--- config.mk ---
export PLATFORM = sky130hd
export DESIGN_NAME = gpp_port
export DESIGN_NICKNAME = d
export VERILOG_FILES = /design/src/logic/gpp_pkg.sv /design/src/logic/gpp_filter.sv /design/src/logic/gpp_port.sv
export SDC_FILE = /design/constraint.sdc
export NUM_CORES = 1
export LEC_CHECK = 0
export ABC_AREA = 0
export BUFFER_PORTS_ARGS = -buffer_cell sky130_fd_sc_hd__buf_4
export CORE_MARGIN = 2
export CORE_UTILIZATION = 45
export CTS_CLUSTER_DIAMETER = 120
export CTS_CLUSTER_SIZE = 16
export DETAILED_ROUTE_END_ITERATION = 10
export PLACE_DENSITY = 0.85
export REMOVE_ABC_BUFFERS = 1
export SLEW_MARGIN = 20
export SYNTH_ARGS = -nofsm -noshare
export SYNTH_HDL_FRONTEND = slang
export SYNTH_SLANG_ARGS = --single-unit
--- constraint.sdc ---
create_clock -name MCLK_I -period 3.1 [get_ports MCLK_I]
set_clock_uncertainty 0.15 [all_clocks]
set_input_delay 0.31 -clock MCLK_I [delete_from_list [all_inputs] [get_ports MCLK_I]]
set_output_delay 0.31 -clock MCLK_I [all_outputs]
set_load 0.05 [all_outputs]
--- src/logic/gpp_pkg.sv ---
package gpp_pkg;
   // ****************************************
   // Register map
   // ****************************************
   localparam logic [7:0] ADDR_PIN_DATA = 8'h00;
   localparam logic [7:0] ADDR_OUTPUT_ENABLE = 8'h04;
   localparam logic [7:0] ADDR_FUNCTION_SELECT = 8'h08;
   localparam logic [7:0] ADDR_INPUT_ENABLE = 8'h0C;
   localparam int ADDR_W = 8;
   localparam int DATA_W = 32;
   localparam int NPINS = 8;
   // ****************************************
   // Reset values
   // ****************************************
   localparam logic [7:0] RST_PIN_DATA = 8'h00;
   localparam logic [7:0] RST_OUTPUT_ENABLE = 8'h02;
   localparam logic [7:0] RST_FUNCTION_SELECT = 8'h00;
   localparam logic [7:0] RST_INPUT_ENABLE = 8'h03;
   // ****************************************
   // Timing
   // ****************************************
   localparam int CLK_PERIOD_NS = 20;
   localparam int FILTER_NS = 30;
   // Longest time: round down, at least one cycle
   localparam int FILTER_CYC = (FILTER_NS / CLK_PERIOD_NS) < 1 ? 1 :
                               (FILTER_NS / CLK_PERIOD_NS);
   // ****************************************
   // Carrier types
   // ****************************************
   typedef struct packed {
      logic cyc;
      logic stb;
      logic we;
      logic [3:0] sel;
      logic [ADDR_W-1:0] adr;
      logic [DATA_W-1:0] dat;
   } gpp_wb_req_t;
   typedef struct packed {
      logic [NPINS-1:0] out;
      logic [NPINS-1:0] oe;
   } gpp_pin_drive_t;
endpackage

--- src/logic/gpp_filter.sv ---
`timescale 1ns/1ps
module gpp_filter #(
   parameter int COUNT = gpp_pkg::FILTER_CYC
) (
   // Clock and control
   input wire logic clk_i,
   input wire logic rstn_i,
   input wire logic ce_i,
   input wire logic enable_i,
   // Level
   input wire logic d_i,
   output logic q_o
);
   import gpp_pkg::*;
   localparam int CW = $clog2(COUNT + 1);
   localparam logic [CW-1:0] CMAX = CW'(COUNT);
   logic [CW-1:0] cnt;
   // Pulses shorter than COUNT+1 cycles never reach the output
   always_ff @(posedge clk_i) begin
      if (!rstn_i) begin
         q_o <= 1'b0;
         cnt <= '0;
      end else if (ce_i) begin
         if (!enable_i || d_i == q_o) begin
            cnt <= '0;
            if (!enable_i) begin
               q_o <= d_i;
            end
         end else if (cnt == CMAX) begin
            q_o <= d_i;
            cnt <= '0;
         end else begin
            cnt <= cnt + CW'(1);
         end
      end
   end
endmodule

--- src/logic/gpp_port.sv ---
// Functional notes
// - Each pin serves as port I/O or as an assigned peripheral line.
// - Filtered pins reject input pulses shorter than about 30 ns.
// - Every register is a 32-bit word on the bus.
// - Storage exists only for implemented pins.
// - Data register: bits 7-0 read/write, bits 31-8 read zero.
// - Output-enable bits 7-0: one drives the pin, zero disables.
// - Input path is governed by input-enable, not output-enable.
// - Input-enable bits 7-0: one enables the input buffer.
// - Function-select bit set routes pin to peripheral; one per pin.
//
// Design decisions made here: the register offsets and the Wishbone interface to the registers.
`timescale 1ns/1ps
module gpp_port #(
   parameter int PINS = gpp_pkg::NPINS,
   parameter logic [7:0] FILTER_MASK = 8'h00
) (
   // Clock, reset, enable
   input wire logic MCLK_I,
   input wire logic RSTN_I,
   input wire logic CE_I,
   // Wishbone slave
   input wire gpp_pkg::gpp_wb_req_t WB_REQ_I,
   output logic [gpp_pkg::DATA_W-1:0] WB_DAT_O,
   output logic WB_ACK_O,
   output logic WB_ERR_O,
   // Pins
   input wire logic [PINS-1:0] PIN_I,
   output logic [PINS-1:0] PIN_O,
   output logic [PINS-1:0] PIN_OE_O,
   output logic [PINS-1:0] PIN_IE_O,
   // Peripheral functions
   input wire gpp_pkg::gpp_pin_drive_t FUNC_DRIVE_I,
   output logic [PINS-1:0] FUNC_IN_O,
   output logic [PINS-1:0] FUNC_SEL_O
);
   import gpp_pkg::*;

   // ****************************************
   // Registers
   // ****************************************
   logic [PINS-1:0] pin_data_bits;
   logic [PINS-1:0] pin_output_enable_bits;
   logic [PINS-1:0] port_function_select;
   logic [PINS-1:0] port_input_enable;
   logic [PINS-1:0] sync1;
   logic [PINS-1:0] sync2;
   logic [PINS-1:0] pin_level;
   logic [PINS-1:0] sampled;
   logic [DATA_W-1:0] next_rdata;
   logic req;
   logic wr;
   logic mapped;
   logic [3:0] hit;
   logic wr_pin_data;
   logic wr_output_enable;
   logic wr_function_select;
   logic wr_input_enable;

   // One-hot offset decode: data, output enable, function, input enable
   function automatic logic [3:0] decode(input logic [ADDR_W-1:0] a);
      decode = {a == ADDR_INPUT_ENABLE, a == ADDR_FUNCTION_SELECT,
                a == ADDR_OUTPUT_ENABLE, a == ADDR_PIN_DATA};
   endfunction

   function automatic logic known(input logic [ADDR_W-1:0] a);
      known = |decode(a);
   endfunction

   function automatic logic [PINS-1:0] merge(input logic [PINS-1:0] old,
         input logic [DATA_W-1:0] d, input logic lane0);
      merge = lane0 ? d[PINS-1:0] : old;
   endfunction

   // ****************************************
   // Bus slave
   // ****************************************
   assign req = WB_REQ_I.cyc && WB_REQ_I.stb && !WB_ACK_O && !WB_ERR_O;
   assign mapped = known(WB_REQ_I.adr);
   assign wr = req && WB_REQ_I.we && mapped;

   // One wait-free answer per request; unmapped offsets answer with err
   always_ff @(posedge MCLK_I) begin
      if (!RSTN_I) begin
         WB_ACK_O <= 1'b0;
         WB_ERR_O <= 1'b0;
      end else if (CE_I) begin
         WB_ACK_O <= req && mapped;
         WB_ERR_O <= req && !mapped;
      end
   end

   // ****************************************
   // Read path
   // ****************************************
   // Data reads return the pin level, not the output latch
   always_comb begin
      next_rdata = '0;
      case (WB_REQ_I.adr)
         ADDR_PIN_DATA: next_rdata[PINS-1:0] = sampled;
         ADDR_OUTPUT_ENABLE: next_rdata[PINS-1:0] = pin_output_enable_bits;
         ADDR_FUNCTION_SELECT: next_rdata[PINS-1:0] = port_function_select;
         ADDR_INPUT_ENABLE: next_rdata[PINS-1:0] = port_input_enable;
         default: next_rdata = '0;
      endcase
   end

   always_ff @(posedge MCLK_I) begin
      if (!RSTN_I) begin
         WB_DAT_O <= '0;
      end else if (CE_I && req) begin
         WB_DAT_O <= next_rdata;
      end
   end

   // ****************************************
   // Write strobes
   // ****************************************
   // A write to an unmapped offset raises no strobe and stores nothing
   assign hit = decode(WB_REQ_I.adr);
   assign wr_pin_data = wr && hit[0];
   assign wr_output_enable = wr && hit[1];
   assign wr_function_select = wr && hit[2];
   assign wr_input_enable = wr && hit[3];

   // Writes honour byte lane 0 only; lanes 1-3 hold no storage
   // Only PINS bits of storage per register
   always_ff @(posedge MCLK_I) begin
      if (!RSTN_I) begin
         pin_data_bits <= RST_PIN_DATA[PINS-1:0];
      end else if (CE_I && wr_pin_data) begin
         pin_data_bits <= merge(pin_data_bits, WB_REQ_I.dat,
                                WB_REQ_I.sel[0]);
      end
   end

   always_ff @(posedge MCLK_I) begin
      if (!RSTN_I) begin
         pin_output_enable_bits <= RST_OUTPUT_ENABLE[PINS-1:0];
      end else if (CE_I && wr_output_enable) begin
         pin_output_enable_bits <= merge(pin_output_enable_bits,
               WB_REQ_I.dat, WB_REQ_I.sel[0]);
      end
   end

   always_ff @(posedge MCLK_I) begin
      if (!RSTN_I) begin
         port_function_select <= RST_FUNCTION_SELECT[PINS-1:0];
      end else if (CE_I && wr_function_select) begin
         port_function_select <= merge(port_function_select,
               WB_REQ_I.dat, WB_REQ_I.sel[0]);
      end
   end

   always_ff @(posedge MCLK_I) begin
      if (!RSTN_I) begin
         port_input_enable <= RST_INPUT_ENABLE[PINS-1:0];
      end else if (CE_I && wr_input_enable) begin
         port_input_enable <= merge(port_input_enable,
               WB_REQ_I.dat, WB_REQ_I.sel[0]);
      end
   end

   // ****************************************
   // Pin input path
   // ****************************************
   // Pins are asynchronous; two stages before anything looks at them
   // Limitation: a pin pulse shorter than one clock may be missed
   always_ff @(posedge MCLK_I) begin
      if (!RSTN_I) begin
         sync1 <= '0;
         sync2 <= '0;
      end else if (CE_I) begin
         sync1 <= PIN_I;
         sync2 <= sync1;
      end
   end

   generate
      for (genvar i = 0; i < PINS; i++) begin : g_pin
         // Input off: the filter tracks the pin, no stale level on enable
         if (FILTER_MASK[i]) begin : g_filt
            gpp_filter #(
               .COUNT(FILTER_CYC)
            ) u_filter (
               .clk_i(MCLK_I),
               .rstn_i(RSTN_I),
               .ce_i(CE_I),
               .enable_i(port_input_enable[i]),
               .d_i(sync2[i]),
               .q_o(pin_level[i])
            );
         end else begin : g_raw
            assign pin_level[i] = sync2[i];
         end
      end
   endgenerate

   // Disabled input reads zero; the output-enable plays no part
   always_comb begin
      for (int i = 0; i < PINS; i++) begin
         sampled[i] = port_input_enable[i] ? pin_level[i] : 1'b0;
      end
   end

   // ****************************************
   // Pin drive and peripheral routing
   // ****************************************
   // Drive muxing is combinational from the register flops and FUNC_DRIVE_I; glitch-free per select
   always_comb begin
      for (int i = 0; i < PINS; i++) begin
         if (port_function_select[i]) begin
            PIN_O[i] = FUNC_DRIVE_I.out[i];
            PIN_OE_O[i] = FUNC_DRIVE_I.oe[i];
         end else begin
            PIN_O[i] = pin_data_bits[i];
            PIN_OE_O[i] = pin_output_enable_bits[i];
         end
      end
   end

   // Peripherals see the same filtered, gated level as software
   assign PIN_IE_O = port_input_enable;
   assign FUNC_IN_O = sampled & port_function_select;
   assign FUNC_SEL_O = port_function_select;
endmodule

==> impl_results.md <==
- Cell Chain, Critical Path: nor3b_4 > nand4_2 > buf_4 > nor3b_2 > buf_4 > mux2i_1
- Effective utilization at floorplan: 46.58%
- Worst slew pin tran: 0.9480 ns
- Buffer and inverter count on the worst path: 2
- Fmax: 0.4817 GHz
- Area Overhead vs Synth: 31.85%
- Master of the slowest instance on the critical path: nand4_2
- Setup CP Type: flop to flop
- Delay of the slowest cell on the worst path: 0.36 ns
- Total count of hold-check failures in the final report: 0
- Crit share post-route: 66.97%
- Final slew viol count: 0
- Routed WL: 6836 um
- Number of antenna repair diodes: 0
- Clock Path Buffers: 2
- Worst path depth: 6
- Total clock buffers created by CTS: 9
- Filler Cells Inserted: 511
- Placed cell area: 0.003477 mm2
- Placed Instances: 446
- Die span in y: 82.28 um
- Core ar.: 0.005921 mm2
- Pin count of the biggest net entering global routing: 47
- TNS Setup: 0 ns
- Max Fanout on Critical Path: 8
- TritonCTS clock tree: done
- Synth Cell Area: 0.002758 mm2
- IR drop worst, VDD: 0.2420 mV
- Worst reg-to-reg path cell count: 6
- First-pass GRT wire length: 10230 um
- Post-CTS setup buffer count: 0
- Final GP Congestion: 0.8233
- IO Pins: 148
- Worst Path Required: 3.19 ns
- Worst Hold Depth: 3
- Number of cell rows: 28
- Unique masters post-synth: 28
- Post-DP HPWL: 4991 um
- Status: complete, no violations
- Vias in the first global route: 2112
- CP startpoint kind: flop
- DRC errors left: 0
- Yosys warns: 0
- Critical path capture point type: flop
- Post-layout minimum cycle time: 2.076 ns
- Clock slew seen by the registers of the worst setup and hold paths: 0.06 ns
- Worst hold path class: primary input to flop
- Post-route insts no fill: 459
- Setup repair after global routing missed its margin: no
- Initial drt markers: 176
- Horizontal die dimension: 82.28 um
- Relative max-transition margin: 36.73%
- Fraction of layout instances using a drive strength above 1: 36.20%
- Skew-Pair Late Insertion Delay: 0.31 ns
- # clock sinks: 58
- Synthesized flop and latch total: 58
- Root buffer cell: clkbuf_8
- Via count of the routed design: 2351
- Floorplan die area: 0.006770 mm2
- 1st-pass router iterations: 8
- Part of the Yosys area used for sequential elements: 42.11%
- Vias per cell: 5.122
- Arrival time at the worst endpoint: 2.17 ns
- Layout Nets: 456
- Total number of H-tree levels: 3
- Routed Antenna Nets: 0
- Gate family responsible for the most delay along the worst path: simple AND/OR/NAND/NOR gates
- Lkg Pwr: 0.001674 uW
- Cell repeated most along the worst path: buf_4
- Number of cells produced by synthesis: 284
- Pwr per Cell Area: 418.9 mW/mm2
- Total of buffers placed on input and output ports: 96
- # setup viols final: 0
- Final instance area: 0.003636 mm2
- Synthesized area per cell: 9.710 um2
- Routed WL per cell: 14.89 um
- Hold Buf Count CTS: 0
- GRT Total Usage: 20.34%
- Max-cap violation count: 0
- Total global routing overflow: 0
- Number of gates resized after cts: 0
- Number of antenna violations at the first check in global routing: 0
==> synthesized netlist by cell type <==
library cell / n / area [um2]
a21o_1: 8 / 60.06
a21oi_1: 1 / 5.000
a222oi_1: 8 / 80.08
a32oi_1: 1 / 8.760
and2_0: 1 / 6.260
and2_1: 1 / 6.260
and3_1: 8 / 50.05
buf_1: 3 / 11.26
buf_2: 3 / 15.01
buf_4: 25 / 187.7
buf_6: 1 / 11.26
clkbuf_1: 9 / 33.78
conb_1: 1 / 3.750
dfxtp_1: 58 / 1161
inv_1: 2 / 7.510
mux2_2: 16 / 180.2
mux2i_1: 48 / 480.5
nand2_1: 41 / 153.9
nand3_1: 8 / 40.04
nand4_2: 1 / 12.51
nor2_1: 24 / 90.09
nor2b_1: 2 / 12.51
nor3b_1: 2 / 15.01
nor3b_2: 1 / 12.51
nor3b_4: 1 / 18.77
nor4_2: 1 / 12.51
nor4_4: 1 / 21.27
o31ai_1: 8 / 60.06
==> placed cells by master (no fill, tap or decap), types with 2 or more instances in the layout <==
master,count
nor2_1,24
nor3b_2,3
mux2i_1,48
nand2_1,41
nand3_1,8
and3_1,8
clkbuf_8,11
inv_1,2
a222oi_1,8
mux2_2,16
buf_4,105
o31ai_1,8
clkbuf_1,2
dfxtp_1,58
nor2b_1,2
conb_1,24
a21o_1,8
==> state kept, by name (all words and copies together), names as in the netlist <==
| register | count |
|---|---|
| FUNC_SEL_O | 8 |
| PIN_IE_O | 8 |
| WB_ACK_O | 1 |
| WB_ERR_O | 1 |
| sync1 | 8 |
| pin_level | 8 |
| pin_data_bits | 8 |
| pin_output_enable_bits | 8 |
| WB_DAT_O | 8 |
==> routing by layer <==
layer	track usage, %	part of all wire, %	vias up
met5	0	0	-
met4	7.500	0.69	0
met3	4.674	9.4	6
met2	32.90	48	110
met1	26.42	42	1091
li1	-	-	1144
==> worst register-to-register path, stage by stage (launching register included) <==
cell and delay, ns:
dfxtp_1 0.34, nor3b_4 0.24, nand4_2 0.36, buf_4 0.31, nor3b_2 0.20, buf_4 0.19
mux2i_1 0.20
==> area by class of cell <==
cell class                      count  area [um2]  area share (%)
Multi-Input combinational cell    206        1426           39.23
Sequential cell                    58        1161           31.93
Timing Repair Buffer              105       788.3           21.68
Clock buffer                       13       158.9           4.370
Tap cell                           75       93.84           2.581
Inverter                            2       7.507          0.2065
==> worst paths after layout <==
check	endpoint	slack, ns	start
max	PIN_IE_O[1]	1.02	WB_ERR_O
min	sync1[3]	0.08	PIN_I[3]
max reg2reg	PIN_IE_O[1]	1.02	WB_ERR_O
min reg2reg	pin_data_bits[2]	0.31	pin_data_bits[2]
==> power breakdown <==
part	internal [uW]	leakage, uW	switching (uW)
Clock	321	0.0000815	254
Sequential	756	0.000469	7.15
Combinational	60.9	0.00112	124
==> through the flow <==
| step | utilization, % | hold WS [ns] | setup WS (ns) | total power (uW) |
|---|---|---|---|---|
| after floorplan | - | 0.2822 | 0.5371 | 887.0 |
| after global placement | 58.73 | 0.2896 | 0.8462 | 960.6 |
| after detailed placement | 58.73 | 0.2975 | 0.7856 | 963.5 |
| after CTS | 61.41 | 0.07082 | 1.020 | 1534 |
| after global routing | 61.41 | 0.1024 | 0.8897 | 1585 |
| final | 61.41 | 0.08223 | 1.024 | 1523 |
==> kinds of logic after synthesis <==
group                  Yosys count  synth area share (%)
AOI/OAI and AO/OA               26                 7.759
buffers and inverters           43                 9.664
DFF                             58                 42.11
muxes                           64                 23.96
other                            1                0.1360
and+or+nand+nor                 92                 16.38
(Power assumes the default switching activity.)
